File: config.mk
export PLATFORM = sky130hd
export DESIGN_NAME = pff_host
export DESIGN_NICKNAME = d
export VERILOG_FILES = /design/src/pff_host.v
export VERILOG_INCLUDE_DIRS = /design/src
export SDC_FILE = /design/constraint.sdc
export NUM_CORES = 1
export LEC_CHECK = 0
export BUFFER_PORTS_ARGS = -buffer_cell sky130_fd_sc_hd__buf_2
export CORE_AREA = 4 4 171 173
export CTS_BUF_LIST = sky130_fd_sc_hd__clkbuf_4
export DETAILED_ROUTE_END_ITERATION = 12
export DIE_AREA = 0 0 175 177
export MAX_ROUTING_LAYER = met4
export PLACE_DENSITY = 0.42
export SLEW_MARGIN = 10
export SYNTH_ARGS = -nofsm -noshare
export SYNTH_HDL_FRONTEND = slang
export SYNTH_SLANG_ARGS = --single-unit
File: constraint.sdc
create_clock -name CLK -period 3.64 [get_ports CLK]
set_input_delay 0 -clock CLK [delete_from_list [all_inputs] [get_ports CLK]]
set_output_delay 0 -clock CLK [all_outputs]
set_load 0.005 [all_outputs]
File: src/pff_defines.vh
// Constants for the host-side controller of a 1K x 9 programmable-flag FIFO
// Included by the controller; definitions only
`ifndef PFF_DEFINES_VH
`define PFF_DEFINES_VH
// Register offsets (byte addresses)
`define PFF_CTRL_OFS      8'h00
`define PFF_WDATA_OFS     8'h04
`define PFF_RDATA_OFS     8'h08
`define PFF_STAT_OFS      8'h0c
`define PFF_THR_OFS       8'h10
// Command codes in CTRL[2:0]
`define PFF_CMD_WRITE     3'h1
`define PFF_CMD_READ      3'h2
`define PFF_CMD_RESET     3'h3
`define PFF_CMD_LOAD      3'h4
`define PFF_CMD_RETX      3'h5
// Field positions
`define PFF_CTRL_DIR_BIT  8
`define PFF_CTRL_EXP_BIT  9
`define PFF_CTRL_LSEL_BIT 10
`define PFF_STAT_BUSY_BIT 0
`define PFF_STAT_LOW_BIT  1
`define PFF_STAT_UP_BIT   2
`define PFF_STAT_THD_BIT  3
`define PFF_STAT_RVAL_BIT 4
// Timing, ns, and derived cycle counts at the 50 ns clock
`define PFF_CLK_NS        50
`define PFF_PULSE_NS      35
`define PFF_RECOV_NS      10
`define PFF_PULSE_CYC     ((`PFF_PULSE_NS+`PFF_CLK_NS-1)/`PFF_CLK_NS)
`define PFF_RECOV_CYC     ((`PFF_RECOV_NS+`PFF_CLK_NS-1)/`PFF_CLK_NS)
// Reset values
`define PFF_THR_RST       18'h00000
`endif

File: src/pff_host.v
// Host-side controller driving a 1K x 9 programmable-flag FIFO over its pins
// Assumes FIFO pin inputs synchronous to CLK; AXI4-Lite master elsewhere
//
// How it works
// - Single device: chain input tied low
// - Chain input fed by previous chain output; here driven high from the CTRL expansion bit
// - Load select low first device, else high
// - Load select low in single mode retransmits
// - Load select picks register load source
// - Load order upper threshold then lower
//
// The AXI4-Lite interface to the registers and the register addresses were left to the implementer.
`timescale 1ns/10ps
`include "pff_defines.vh"

module pff_host #(
  parameter PULSE_CYC = `PFF_PULSE_CYC,
  parameter RECOV_CYC = `PFF_RECOV_CYC
) (
  input  wire        CLK,
  input  wire        RST_N,
  input  wire [7:0]  S_AXI_AWADDR,
  input  wire        S_AXI_AWVALID,
  output reg         S_AXI_AWREADY,
  input  wire [31:0] S_AXI_WDATA,
  input  wire [3:0]  S_AXI_WSTRB,
  input  wire        S_AXI_WVALID,
  output reg         S_AXI_WREADY,
  output reg  [1:0]  S_AXI_BRESP,
  output reg         S_AXI_BVALID,
  input  wire        S_AXI_BREADY,
  input  wire [7:0]  S_AXI_ARADDR,
  input  wire        S_AXI_ARVALID,
  output reg         S_AXI_ARREADY,
  output reg  [31:0] S_AXI_RDATA,
  output reg  [1:0]  S_AXI_RRESP,
  output reg         S_AXI_RVALID,
  input  wire        S_AXI_RREADY,
  output reg         RESET_N,
  output reg         WRITE_N,
  output reg         READ_N,
  output reg         LOAD_SELECT_PIN,
  output reg         CHAIN_INPUT_N,
  output reg  [8:0]  INPUT_BUS,
  input  wire [8:0]  OUTPUT_BUS_I,
  output reg  [8:0]  OUTPUT_BUS_O,
  output reg         OUTPUT_BUS_OE,
  input  wire        LOWER_STATUS_PIN,
  input  wire        UPPER_STATUS_PIN,
  input  wire        SHARED_THIRD_OUTPUT
);

  localparam ST_IDLE = 3'd0;
  localparam ST_LOW  = 3'd1;
  localparam ST_REC  = 3'd2;
  localparam ST_L2   = 3'd3;
  localparam ST_L3   = 3'd4;
  localparam ST_L4   = 3'd5;

  ////////////////////////////////////////////////////////////////////////////
  // Software registers
  reg [2:0]  cmd_r;
  reg        dir_r;
  reg        exp_r;
  reg        lsel_r;
  reg [8:0]  wdata_r;
  reg [8:0]  rdata_r;
  reg        rval_r;
  reg [17:0] thr_r;
  reg [2:0]  st_r;
  reg [7:0]  cnt_r;
  reg        aw_hold_r;
  reg        w_hold_r;
  reg [7:0]  awaddr_r;
  reg [31:0] wd_r;
  reg [2:0]  pend_r;
  reg        ld_second_r;

  wire busy = (st_r != ST_IDLE) || (pend_r != 3'h0);
  wire do_wr = aw_hold_r && w_hold_r && !S_AXI_BVALID;

  ////////////////////////////////////////////////////////////////////////////
  // AXI write side: address and data taken in either order
  always @(posedge CLK) begin
    if (!RST_N) begin
      S_AXI_AWREADY <= 1'b0;
      S_AXI_WREADY  <= 1'b0;
      S_AXI_BVALID  <= 1'b0;
      S_AXI_BRESP   <= 2'b00;
      aw_hold_r     <= 1'b0;
      w_hold_r      <= 1'b0;
      awaddr_r      <= 8'h00;
      wd_r          <= 32'h00000000;
      dir_r         <= 1'b1;
      exp_r         <= 1'b0;
      lsel_r        <= 1'b1;
      wdata_r       <= 9'h000;
      thr_r         <= `PFF_THR_RST;
      pend_r        <= 3'h0;
    end else begin
      S_AXI_AWREADY <= !aw_hold_r && !S_AXI_AWREADY && S_AXI_AWVALID;
      S_AXI_WREADY  <= !w_hold_r && !S_AXI_WREADY && S_AXI_WVALID;
      if (S_AXI_AWVALID && S_AXI_AWREADY) begin
        aw_hold_r <= 1'b1;
        awaddr_r  <= S_AXI_AWADDR;
      end
      if (S_AXI_WVALID && S_AXI_WREADY) begin
        w_hold_r <= 1'b1;
        wd_r     <= S_AXI_WDATA;
      end
      if (pend_r != 3'h0)
        pend_r <= 3'h0;
      if (do_wr) begin
        aw_hold_r    <= 1'b0;
        w_hold_r     <= 1'b0;
        S_AXI_BVALID <= 1'b1;
        S_AXI_BRESP  <= 2'b00;
        if (awaddr_r == `PFF_CTRL_OFS) begin
          if (busy)
            S_AXI_BRESP <= 2'b10;
          else begin
            pend_r <= wd_r[2:0];
            dir_r  <= wd_r[`PFF_CTRL_DIR_BIT];
            exp_r  <= wd_r[`PFF_CTRL_EXP_BIT];
            lsel_r <= wd_r[`PFF_CTRL_LSEL_BIT];
          end
        end else if (awaddr_r == `PFF_WDATA_OFS)
          wdata_r <= wd_r[8:0];
        else if (awaddr_r == `PFF_THR_OFS)
          thr_r <= wd_r[17:0];
        else if (awaddr_r != `PFF_STAT_OFS && awaddr_r != `PFF_RDATA_OFS)
          S_AXI_BRESP <= 2'b10;
      end else if (S_AXI_BVALID && S_AXI_BREADY)
        S_AXI_BVALID <= 1'b0;
    end
  end

  ////////////////////////////////////////////////////////////////////////////
  // AXI read side
  always @(posedge CLK) begin
    if (!RST_N) begin
      S_AXI_ARREADY <= 1'b0;
      S_AXI_RVALID  <= 1'b0;
      S_AXI_RDATA   <= 32'h00000000;
      S_AXI_RRESP   <= 2'b00;
    end else begin
      S_AXI_ARREADY <= !S_AXI_ARREADY && !S_AXI_RVALID && S_AXI_ARVALID;
      if (S_AXI_ARVALID && S_AXI_ARREADY) begin
        S_AXI_RVALID <= 1'b1;
        S_AXI_RRESP  <= 2'b00;
        S_AXI_RDATA  <= 32'h00000000;
        if (S_AXI_ARADDR == `PFF_CTRL_OFS)
          S_AXI_RDATA <= {21'h0, lsel_r, exp_r, dir_r, 5'h0, cmd_r};
        else if (S_AXI_ARADDR == `PFF_WDATA_OFS)
          S_AXI_RDATA <= {23'h0, wdata_r};
        else if (S_AXI_ARADDR == `PFF_RDATA_OFS)
          S_AXI_RDATA <= {23'h0, rdata_r};
        else if (S_AXI_ARADDR == `PFF_STAT_OFS)
          S_AXI_RDATA <= {27'h0, rval_r, SHARED_THIRD_OUTPUT,
                          UPPER_STATUS_PIN, LOWER_STATUS_PIN, busy};
        else if (S_AXI_ARADDR == `PFF_THR_OFS)
          S_AXI_RDATA <= {14'h0, thr_r};
        else
          S_AXI_RRESP <= 2'b10;
      end else if (S_AXI_RVALID && S_AXI_RREADY)
        S_AXI_RVALID <= 1'b0;
    end
  end

  ////////////////////////////////////////////////////////////////////////////
  // Pin sequencer
  always @(posedge CLK) begin
    if (!RST_N) begin
      st_r            <= ST_IDLE;
      cnt_r           <= 8'h00;
      cmd_r           <= 3'h0;
      RESET_N         <= 1'b1;
      WRITE_N         <= 1'b1;
      READ_N          <= 1'b1;
      LOAD_SELECT_PIN <= 1'b1;
      CHAIN_INPUT_N   <= 1'b0;
      INPUT_BUS       <= 9'h000;
      OUTPUT_BUS_O    <= 9'h000;
      OUTPUT_BUS_OE   <= 1'b0;
      rdata_r         <= 9'h000;
      rval_r          <= 1'b0;
      ld_second_r     <= 1'b0;
    end else begin
      CHAIN_INPUT_N <= exp_r;
      if (cnt_r != 8'h00)
        cnt_r <= cnt_r - 8'h01;
      case (st_r)
        ST_IDLE: begin
          LOAD_SELECT_PIN <= exp_r ? lsel_r : 1'b1;
          OUTPUT_BUS_OE   <= 1'b0;
          if (pend_r != 3'h0) begin
            cmd_r <= pend_r;
            cnt_r <= PULSE_CYC[7:0];
            st_r  <= ST_LOW;
            if (pend_r == `PFF_CMD_WRITE) begin
              INPUT_BUS <= wdata_r;
              WRITE_N   <= 1'b0;
            end else if (pend_r == `PFF_CMD_READ) begin
              READ_N <= 1'b0;
              rval_r <= 1'b0;
            end else if (pend_r == `PFF_CMD_RESET) begin
              RESET_N <= 1'b0;
            end else if (pend_r == `PFF_CMD_RETX && !exp_r) begin
              LOAD_SELECT_PIN <= 1'b0;
            end else if (pend_r == `PFF_CMD_LOAD) begin
              RESET_N         <= 1'b0;
              LOAD_SELECT_PIN <= dir_r;
              ld_second_r     <= 1'b0;
              st_r            <= ST_L2;
            end else
              st_r <= ST_IDLE;
          end
        end
        ST_LOW: begin
          if (cnt_r == 8'h00) begin
            if (!READ_N) begin
              rdata_r <= OUTPUT_BUS_I;
              rval_r  <= 1'b1;
            end
            READ_N          <= 1'b1;
            WRITE_N         <= 1'b1;
            RESET_N         <= 1'b1;
            LOAD_SELECT_PIN <= exp_r ? lsel_r : 1'b1;
            cnt_r           <= RECOV_CYC[7:0];
            st_r            <= ST_REC;
          end
        end
        ST_REC: begin
          if (cnt_r == 8'h00)
            st_r <= ST_IDLE;
        end
        ST_L2: begin
          READ_N <= 1'b0;
          if (dir_r)
            INPUT_BUS <= thr_r[8:0];
          else begin
            OUTPUT_BUS_O  <= thr_r[8:0];
            OUTPUT_BUS_OE <= 1'b1;
          end
          cnt_r <= PULSE_CYC[7:0] + 8'h01;
          st_r  <= ST_L3;
        end
        ST_L3: begin
          WRITE_N <= 1'b0;
          if (cnt_r == 8'h00) begin
            WRITE_N <= 1'b1;
            cnt_r   <= RECOV_CYC[7:0];
            st_r    <= ST_L4;
          end
        end
        ST_L4: begin
          if (cnt_r == 8'h00) begin
            if (!ld_second_r) begin
              ld_second_r   <= 1'b1;
              INPUT_BUS     <= thr_r[17:9];
              OUTPUT_BUS_O  <= thr_r[17:9];
              cnt_r         <= PULSE_CYC[7:0] + 8'h01;
              st_r          <= ST_L3;
            end else begin
              READ_N          <= 1'b1;
              RESET_N         <= 1'b1;
              OUTPUT_BUS_OE   <= 1'b0;
              LOAD_SELECT_PIN <= exp_r ? lsel_r : 1'b1;
              cnt_r           <= RECOV_CYC[7:0];
              st_r            <= ST_REC;
            end
          end
        end
        default: st_r <= ST_IDLE;
      endcase
    end
  end

endmodule

**Word-level counts from Yosys, hierarchy flattened**

Cells that the tools add are included.

- Register bits: 151
- Output and inout port bits: 65

- $add $sub $neg: 1
- Equality and inequality tests: 37
- Multiplexer cells: 90
- Bitwise operators: 5
- Reduce and logical (&&, ||, !) cells: 57

Operators with widths:

| kind | count |
|---|---|
| 2-to-1 mux 18 bit | 5 |
| 2-to-1 mux 9 bit | 6 |
| 2-to-1 mux 1 bit | 38 |
| != test 2 bit, second input constant | 17 |
| 2-to-1 mux 2 bit | 16 |
| 2-to-1 mux 8 bit | 4 |
| one-hot mux 8 bit (4 select lines) | 1 |
| 2-to-1 mux 3 bit | 10 |
| one-hot mux 9 bit (3 select lines) | 1 |
| zero test 8 bit | 3 |
| AND reduction 4 bit | 5 |
| one-hot mux 3 bit (6 select lines) | 1 |
| one-hot mux 9 bit (2 select lines) | 1 |
| == test 8 x 3 -> 1 bit, second input constant | 2 |
| == test 8 x 4 -> 1 bit, second input constant | 2 |
| == test 8 x 5 -> 1 bit, second input constant | 2 |
| != test 8 x 4 -> 1 bit, second input constant | 2 |
| logical AND 1 bit | 15 |
| nonzero test 3 bit | 5 |
| == test 3 x 2 -> 1 bit, second input constant | 4 |
| == test 3 bit, second input constant | 4 |
| one-hot mux 1 bit (3 select lines) | 4 |
| AND reduction 6 bit | 2 |
| nonzero test 2 bit | 5 |
| 18 further kinds | 35 |

**Logic depth before layout (Yosys ltp)**

Gate-level depths: netlist (run 1).

- Depth after elaboration: 8
- Mapped depth: 10

**Worst setup path before layout (run 1)**

Ideal clock, no wire load.

- Kind: reg2reg
- Start point: register cnt_r[0]
- End point: register cnt_r[0]
- Library setup time: 70 ps
- Data arrival time: 2097 ps
- Path slack: 1472 ps
- Cell stages (with the launch flop): 11
- Path buffers: 0
- Period minus slack after synthesis: 2168 ps
- Cell sequence: dfxtp_1 > inv_1 > ha_1 > or3b_2 > nor2_4 > inv_2 > ha_1 > or3_1 > a21oi_1 > a31oi_1 > a21oi_1

- Longest elaborated chain between the ends: 4
- Elaborated cells on any way between the ends: 8

RTL lines:

| item | line | RTL |
|---|---|---|
| start, declared | pff_host.v:71 | `reg [7:0] cnt_r;` |
| start signal, assigned | pff_host.v:191 | `cnt_r <= cnt_r - 8'h01;` |
| start signal, assigned | pff_host.v:198 | `cnt_r <= PULSE_CYC[7:0];` |
| start signal, assigned | pff_host.v:229 | `cnt_r <= RECOV_CYC[7:0];` |
| subtractor 8 x 1 -> 8 bit or nonzero test 8 bit (tied branches) | pff_host.v:191, pff_host.v:190 |  |
| 2-to-1 mux 8 bit | pff_host.v:190 | `if (cnt_r != 8'h00)` |
| 2-to-1 mux 8 bit (on tied branches) | n/a |  |
| one-hot mux 8 bit (4 select lines) (*) | pff_host.v:192 | `case (st_r)` |

Mark *: on every way between the ends. The rest lies on a longest branch, timed or not.
A chain may end at the register's enable or synchronous reset.

**Worst setup path in the final report (run 1)**

- Start point: register S_AXI_ARREADY
- End point: register S_AXI_RDATA[3]

- Longest elaborated chain between the ends: 1

RTL lines:

| item | line | RTL |
|---|---|---|
| start, declared | pff_host.v:34 | `output reg S_AXI_ARREADY,` |
| start signal, assigned | pff_host.v:147 | `S_AXI_ARREADY <= !S_AXI_ARREADY && !S_AXI_RVALID && S_AXI_ARVALID;` |
| logical AND 1 bit | pff_host.v:148 | `if (S_AXI_ARVALID && S_AXI_ARREADY) begin` |
| end signal, assigned | pff_host.v:153 | `S_AXI_RDATA <= {21'h0, lsel_r, exp_r, dir_r, 5'h0, cmd_r};` |
| end signal, assigned | pff_host.v:155 | `S_AXI_RDATA <= {23'h0, wdata_r};` |
| end signal, assigned | pff_host.v:157 | `S_AXI_RDATA <= {23'h0, rdata_r};` |
| end, declared | pff_host.v:35 | `output reg [31:0] S_AXI_RDATA,` |

No other way between the ends.

==> results.json, run 1 <==
{
  "cts_buffers": 17,
  "grt_max_degree": 61,
  "ctsResizeCount": 0,
  "fin_util_pct": 29.1,
  "wirelength_mm": 20.4,
  "synth_top_family_by_area": "simple AND/OR/NAND/NOR gates",
  "clock_sinks": 135,
  "drt-initial-drc-count": 360,
  "synth_area_leaders": "dfxtp_1, mux2i_1, nand2_1",
  "critPathCaptureType": "flop",
  "gp_congestion": 0.773,
  "via_count": 5845,
  "num-fill-cells": 3076,
  "slew_headroom_pct": 44.0,
  "grt.overflow.total": 0,
  "die_x_microns": 175,
  "die_h_microns": 177,
  "timing.rr.start": "S_AXI_ARREADY",
  "clkTransAtPathRegs_ns": 0.14,
  "ys_top_cells_by_count": "dfxtp_1, nand2_1, nor2_1",
  "avgViaCountPerCell": 4.53,
  "vdd.ir_drop.worst_mv": 0.162,
  "synthMuxAreaShare_pct": 8.62,
  "synth_top_area_share_pct": 42.7,
  "seqPwrFrac_pct": 50.5,
  "critPathLaunch": "S_AXI_ARREADY",
  "fin_ws_ns": 1.10,
  "final.setup.tns_ns": 0,
  "setup_violations": 0,
  "power_frac_comb_pct": 17.9,
  "p_leak_nw": 3.20,
  "synth.distinct_cells": 64,
  "met2_usage_pct": 20.3,
  "htreeDepth": 4,
  "critPathRequiredTime_ns": 4.16,
  "gr-usage-all-layers_pct": 13.5,
  "fin_area_sq_mm": 0.00803,
  "clock_tree.root_cell": "clkbuf_4",
  "layout-drive-gt1-share_pct": 17.8,
  "synth-async-reset-ratio_pct": 0,
  "netSwitchingFraction_pct": 32.1,
  "dr.pass1.iters": 5,
  "synth_compound_area_share_pct": 17.8,
  "start_util_pct": 22.9,
  "seq_area_frac_synth_pct": 42.7,
  "hold_slack_ns": 0.0362,
  "clk_path_buf_depth": 2,
  "syn_area_sq_mm": 0.00633,
  "cts_tree": "yes",
  "globalRouteMet3Util_pct": 2.65,
  "antenna_found_initial": 1,
  "drv_cap": 0,
  "period_needed_ns": 2.54,
  "grt_pass1_wl_mm": 31.9,
  "power_density_mw_per_mm2": 395,
  "clock_skew_ns": 0.0222,
  "ys_seq_elements": 135,
  "p_clk_share_pct": 31.6,
  "hold_violations": 0,
  "remaining_drc_errors": 0,
  "slew_viol_final": 0,
  "grt_use_met1_pct": 18.5,
  "synth-simple-area-share_pct": 22.9,
  "synth-adder-area-share_pct": 0.395,
  "synth_top_area_cell": "dfxtp_1",
  "rows": 61,
  "rsz0062_at_grt": "no",
  "synth_ff_type": "dfxtp_1",
  "antenna_left": 0,
  "synthCells": 758,
  "grt_pass1_vias": 5559,
  "worst_pin_slew_ns": 0.833,
  "min_period_over_period_pct": 69.9,
  "area_growth_pct": 26.9,
  "drt-wirelength-per-cell_microns": 15.8,
  "post-place-ws_ns": 1.20,
  "start_kind": "flop",
  "timing.fmax_mhz": 393,
  "nets": 968,
  "post_dp_cell_area_sq_mm": 0.00709,
  "dp_hpwl_mm": 14.4,
  "min_from": "RST_N",
  "top_usage_layer": "met2",
  "io_pins": 136,
  "clkLatencyLatePin_ns": 0.56,
  "path_class": "reg -> reg",
  "worstPathArrival_ns": 3.06,
  "status": "finished clean",
  "holdCritPathClass": "in -> reg",
  "avgSynthCellArea_sq_um": 8.35,
  "multiInputGateArea_sq_mm": 0.00327,
  "switchingPower_mw": 1.02,
  "synth_xor_area_share_pct": 0.692,
  "core_area_sq_mm": 0.0276,
  "crit_fanout": 16,
  "regArea_sq_mm": 0.00270,
  "synth_most_common_cell": "dfxtp_1",
  "synth_warnings": 0,
  "die_area_sq_mm": 0.0310,
  "synth_edf_count": 0,
  "intPower_mw": 2.15,
  "io_buffers": 101
}
-- sequential cells by signal (all words and copies together), names as in the netlist, 3 cells and up --
name	count
INPUT_BUS	9
wd_r	18
thr_r	18
rdata_r	9
wdata_r	9
cmd_r	3
S_AXI_RDATA	18
pend_r	3
st_r	3
cnt_r	8
OUTPUT_BUS_O	9
awaddr_r	8
-- worst max-delay path, stage by stage, from the launching register on --
cell and delay (ns):
dfxtp_1 0.40, and2_1 0.54, o21ai_0 0.17, a31oi_1 0.18
dlygate4sd3_1 0.57, o21a_1 0.11, dlygate4sd3_1 0.53
-- layout by cell type (no fill, tap or decap), types with 18 or more instances in the layout --
| cell type | count |
|---|---|
| dfxtp_1 | 135 |
| nand2_1 | 109 |
| buf_2 | 101 |
| nor2_1 | 69 |
| a21oi_1 | 64 |
| dlygate4sd3_1 | 64 |
| mux2i_1 | 50 |
| o21ai_0 | 31 |
| nand3_1 | 21 |
| clkbuf_4 | 18 |
-- stage by stage --
stage	total power [mW]	cells
after floorplan	2.02	773
after global placement	2.15	1190
after detailed placement	2.15	1190
after CTS	3.22	1286
after global routing	3.36	1291
final	3.17	1291
-- what timing repair did --
action	CTS	global route
hold buffers	64	0
setup buffers	0	0
endpoints found under the setup margin	0	0
endpoints found under the hold margin	50	0
-- cell type report --
type	instances	share of cell area (%)
Antenna cell	5	0.156
Clock buffer	18	1.68
Clock inverter	14	1.76
Inverter	18	0.841
Multi-Input combinational cell	548	40.7
Sequential cell	135	33.6
Tap cell	378	5.89
Timing Repair Buffer	175	15.4
-- routing by layer --
| metal | part of all wire (%) | vias up |
|---|---|---|
| li1 | - | 2948 |
| met1 | 49 | 2762 |
| met2 | 45 | 120 |
| met3 | 3.7 | 15 |
| met4 | 1.6 | 0 |
| met5 | 0 | - |
-- final timing paths --
path,endpoint,slack (ns),cells after the start
hold / removal,WRITE_N,0.04,3
setup / recovery,S_AXI_RDATA[3],1.10,6
setup reg to reg,S_AXI_RDATA[3],1.10,6
hold reg to reg,S_AXI_ARREADY,0.45,1
-- kinds of logic (layout without fill, tap and decap cells) --
| logic type | after synthesis | in the layout |
|---|---|---|
| adders and majority gates | 2 | 2 |
| other | 1 | 21 |
| buffers and inverters | 90 | 225 |
| muxes | 52 | 52 |
| xor gates and xnor gates | 5 | 5 |
| AOI/OAI and AO/OA | 176 | 176 |
| DFF | 135 | 135 |
| and+or+nand+nor | 297 | 297 |
-- power by group through the flow --
stage               registers, mW  logic (mW)  clock network (mW)
floorplan                    1.62       0.405                   0
global placement             1.63       0.519                   0
detailed placement           1.63       0.522                   0
CTS                          1.60       0.571                1.05
global route                 1.61       0.648                1.11
finish                       1.60       0.568                1.00
Note: power is estimated with default switching activity, not from simulation.
==> inputs of run 2 (changes only) <==
clock period = 2.5 ns   (was 3.64 ns; I/O delays follow)
==> run 2 against run 1 <==
Effect of this change:
- sequential power grew 46%
- maximum frequency grew 14%
- critical endpoint is now cnt_r[0]
- routed wire length grew 0.69%
==> results.json, run 2 (synthesis gave the netlist of run 1 again) <==
{
  "area_growth_pct": 27.9,
  "start_kind": "flop",
  "avgViaCountPerCell": 4.52,
  "dr.pass1.iters": 4,
  "drv_cap": 0,
  "rsz0062_at_grt": "no",
  "worst-path-buf-inv": 2,
  "setup_violations": 0,
  "antenna_left": 0,
  "path_delay_family": "simple AND/OR/NAND/NOR gates",
  "critPathRequiredTime_ns": 2.98,
  "largestRegisters": "S_AXI_RDATA (18), thr_r (18), wd_r (18)",
  "grt_pass1_wl_mm": 32.6,
  "cp_slowest_cell": "or3b_2",
  "post_dp_cell_area_sq_mm": 0.00719,
  "grt_pass1_vias": 5685,
  "worstPathArrival_ns": 2.71,
  "slew_headroom_pct": 25.8,
  "worst_pin_slew_ns": 1.11,
  "p_leak_nw": 3.25,
  "holdCritPathClass": "in -> reg",
  "layout_common_cells": "dfxtp_1, nand2_1, buf_2",
  "crit_fanout": 5,
  "min_period_over_period_pct": 89.2,
  "vdd.ir_drop.worst_mv": 0.245,
  "via_count": 5856,
  "place_inst": 1203,
  "layout-drive-gt1-share_pct": 19.1,
  "start_util_pct": 22.9,
  "grt.overflow.total": 0,
  "rows": 61,
  "clk_path_buf_depth": 2,
  "antenna_found_initial": 0,
  "io_buffers": 101,
  "antenna_cells": 0,
  "path_class": "reg -> reg",
  "gp_congestion": 0.815,
  "final.setup.tns_ns": 0,
  "crit_chain": "inv_1 -> ha_1 -> or3b_2 -> nor2_4 -> inv_2 -> ha_1 -> or3_1 -> a21oi_1 -> a31oi_1 -> a21oi_1",
  "fin_util_pct": 29.3,
  "cts_hold_buf": 61,
  "max_stage_delay_ns": 0.53,
  "io_pins": 136,
  "die_area_sq_mm": 0.0310,
  "status": "finished clean",
  "clkTransAtPathRegs_ns": 0.14,
  "critPathCaptureType": "flop",
  "power_density_mw_per_mm2": 594,
  "ctsResizeCount": 0,
  "timing.fmax_mhz": 448,
  "clock_skew_ns": 0.0214,
  "htreeDepth": 4,
  "cts_buffers": 17,
  "hold_slack_ns": 0.0368,
  "grt_max_degree": 61,
  "hold_violations": 0,
  "core_area_sq_mm": 0.0276,
  "clkLatencyLatePin_ns": 0.57,
  "clock_sinks": 135,
  "cts_setup_buffers": 0,
  "remaining_drc_errors": 0,
  "fin_cells": 1296,
  "gr-usage-all-layers_pct": 13.6,
  "die_x_microns": 175,
  "wirelength_mm": 20.6,
  "cts_tree": "yes",
  "drt-wirelength-per-cell_microns": 15.9,
  "fin_area_sq_mm": 0.00810,
  "nets": 978,
  "post-place-ws_ns": 0.322,
  "fin_ws_ns": 0.269,
  "totalPowerFinal_mw": 4.81,
  "clock_tree.root_cell": "clkbuf_4",
  "slew_viol_final": 0,
  "drt-initial-drc-count": 421,
  "period_needed_ns": 2.23,
  "die_h_microns": 177,
  "layout_commonest_cell": "dfxtp_1",
  "dp_hpwl_mm": 14.9
}
[run 2: path summary, 6_finish.rpt]
kind | from | slack (ns) | end | cells after the start
worst max-delay path | cnt_r[1] | 0.27 | cnt_r[0] | 10
worst min-delay path | S_AXI_ARADDR[4] | 0.04 | S_AXI_RDATA[4] | 4
worst max register to register | cnt_r[1] | 0.27 | cnt_r[0] | 10
worst min register to register | S_AXI_RDATA[17] | 0.46 | S_AXI_RDATA[17] | 2
[run 2: tightest hold or removal path: stages]
cell and delay, ns:
buf_2 0.17, a31oi_1 0.20, o31ai_1 0.07, o211a_1 0.12
[run 2: power breakdown]
group	internal, mW	leakage, nW	switching [mW]	total [mW]
clock network	0.617	0.151	0.944	1.56
registers	2.24	1.09	0.0934	2.33
logic	0.437	2.01	0.482	0.919
total	3.29	3.25	1.52	4.81
[run 2: final cells by class]
| class | count | area [sq um] |
|---|---|---|
| sequential | 135 | 2700 |
| inverter | 18 | 67.6 |
| clock buffer | 17 | 128 |
| multi-input combinational | 548 | 3260 |
| tap | 378 | 473 |
| clock inverter | 15 | 166 |
| timing repair buffer | 185 | 1300 |
| fill | 3029 | 19500 |
[run 2: metal layers]
| layer | GRT usage [%] | vias to the layer above | part of all wire (%) |
|---|---|---|---|
| li1 | - | 2960 | - |
| met1 | 19.2 | 2768 | 51 |
| met2 | 20.7 | 113 | 45 |
| met3 | 2.33 | 15 | 3.4 |
| met4 | 2.88 | 0 | 0.94 |
| met5 | - | - | 0 |
==> inputs of run 3 (changes only) <==
CORE_AREA = 4 4 114 116   (was 4 4 171 173)
DIE_AREA = 0 0 118 120   (was 0 0 175 177)
PLACE_DENSITY = 0.8   (was 0.42)
==> run 3 against run 2 <==
Effect of this change:
- hold slack improved by 0.030 ns
- total power fell by 2.2%
- final area fell by 3.5%
- count of clock-buffer cells in the layout rose by 1
- die area fell by 54%
- highest routed layer unchanged
- clock skew fell by 0.0044 ns
- largest cell class unchanged
- combinational power fell by 4.8%
==> results.json, run 3 (synthesis gave the netlist of run 1 again) <==
{
  "grt.overflow.total": 0,
  "setup_violations": 0,
  "die_x_microns": 118,
  "timing.fmax_mhz": 429,
  "io_buffers": 101,
  "nets": 976,
  "clkTransAtPathRegs_ns": 0.12,
  "die_h_microns": 120,
  "min_to": "S_AXI_RDATA[9]",
  "worstPathArrival_ns": 2.79,
  "slew_headroom_pct": 44.2,
  "drv_cap": 0,
  "wirelength_mm": 17.4,
  "hold_violations": 0,
  "dr.pass1.iters": 5,
  "cts_tree": "yes",
  "avgViaCountPerCell": 5.71,
  "largestRegisters": "S_AXI_RDATA (18), thr_r (18), wd_r (18)",
  "antenna_left": 0,
  "vdd.ir_drop.worst_mv": 0.416,
  "gp_congestion": 0.952,
  "num-fill-cells": 994,
  "holdPathStages": 4,
  "io_pins": 136,
  "core_area_sq_mm": 0.0119,
  "start_util_pct": 53.1,
  "crit_fanout": 13,
  "clock_tree.root_cell": "clkbuf_4",
  "layout_common_cells": "dfxtp_1, nand2_1, buf_2",
  "drt-wirelength-per-cell_microns": 16.4,
  "r2r_setup_slack_ns": 0.17,
  "gr-usage-all-layers_pct": 24.8,
  "start_kind": "flop",
  "die_area_sq_mm": 0.0142,
  "path_class": "reg -> reg",
  "drt-initial-drc-count": 509,
  "clock_sinks": 135,
  "final.setup.tns_ns": 0,
  "slew_viol_final": 0,
  "grt_pass1_vias": 5637,
  "grt_max_degree": 68,
  "antenna_found_initial": 1,
  "period_needed_ns": 2.33,
  "grt_pass1_wl_mm": 27.7,
  "rows": 40,
  "via_count": 6085,
  "remaining_drc_errors": 0,
  "dp_hpwl_mm": 11.2,
  "critPathCaptureType": "flop",
  "clock_skew_ns": 0.0170,
  "cts_buffers": 17,
  "power_density_mw_per_mm2": 602,
  "area_growth_pct": 23.4,
  "layout_commonest_cell": "dfxtp_1",
  "status": "finished clean",
  "holdCritPathClass": "in -> reg",
  "critPathRequiredTime_ns": 2.96,
  "r2r.worst_path.cells": 7,
  "clk_path_buf_depth": 2,
  "min_from": "S_AXI_ARADDR[4]",
  "timing.rr.end": "rdata_r[8]",
  "layout-drive-gt1-share_pct": 18.1,
  "critPathLaunch": "st_r[0]",
  "cts_setup_buffers": 0,
  "clkLatencyLatePin_ns": 0.56,
  "rsz0062_at_grt": "no",
  "timing.rr.start": "st_r[0]",
  "p_leak_nw": 3.25,
  "min_period_over_period_pct": 93.2,
  "htreeDepth": 4,
  "worst_pin_slew_ns": 0.829,
  "totalPowerFinal_mw": 4.70
}
[run 3: cell count changes in the layout (fill, tap and decap cells not counted)]
cell           previous run  this run
nor2b_1                   8         7
clkinvlp_4                3         1
clkinv_1                  1         4
dlygate4sd3_1            61        66
clkinv_4                  1         3
clkinv_2                  1         2
clkbuf_4                 17        18
diode_2                   0         2
buf_4                    22        15
inv_8                     2         0
inv_6                     5         1
bufinv_16                 2         3
nor2b_2                   0         1
[run 3: per-stage QoR]
stage,cell area [sq um],util [%],setup WS [ns],std cells,hold WS (ns)
2_1_floorplan,6390,-,0.332,773,0.136
3_3_place_gp,6850,57.5,0.309,965,0.231
3_5_place_dp,6850,57.5,0.276,965,0.237
4_1_cts,7800,65.5,0.121,1063,0.00769
5_1_grt,7810,65.6,0.0256,1065,0.0487
6_report,7810,65.6,0.169,1065,0.0672
[run 3: how the worst max path moves through the flow]
| stage | endpoint | slack [ns] | depth (start not counted) |
|---|---|---|---|
| detailed placement | cnt_r[0] | 0.28 | 10 |
| floorplan | cnt_r[0] | 0.33 | 10 |
| CTS | rdata_r[7] | 0.12 | 7 |
| global route | rdata_r[5] | 0.03 | 7 |
| finish | rdata_r[8] | 0.17 | 7 |
| global placement | cnt_r[0] | 0.31 | 10 |
[run 3: layout make-up]
class / instances / area, sq um / area share, %
antenna: 2 / 5.00 / 0.0641
clock inverter: 14 / 158 / 2.02
inverter: 18 / 67.6 / 0.865
clock buffer: 18 / 135 / 1.73
tap: 147 / 184 / 2.35
timing repair buffer: 183 / 1300 / 16.6
sequential: 135 / 2700 / 34.6
multi-input combinational: 548 / 3260 / 41.7
[run 3: power breakdown]
part	switching [mW]	leakage (nW)	internal (mW)
clock network	0.805	0.156	0.694
registers	0.0924	1.09	2.24
logic	0.456	2.00	0.419
[run 3: repair_timing]
action                     CTS  global route
hold buffers                66             0
hold endpoints to repair    60             0
resized for setup            0             1
setup endpoints to repair    0             4
[run 3: worst max-delay path, cell delays in order, from the launching register on]
cell and delay (ns):
dfxtp_1 0.57, nor2b_2 0.32, buf_4 0.23, nand4_1 0.11, buf_4 0.20, mux2i_1 0.16, nor2_1 0.05, dlygate4sd3_1 0.58
[run 3: layer usage]
| layer | up-vias | global-route usage, % | share of wire [%] |
|---|---|---|---|
| li1 | 2953 | - | - |
| met1 | 2802 | 30.9 | 42 |
| met2 | 266 | 38.8 | 47 |
| met3 | 64 | 5.18 | 8.0 |
| met4 | 0 | 11.2 | 3.4 |
| met5 | - | - | 0 |
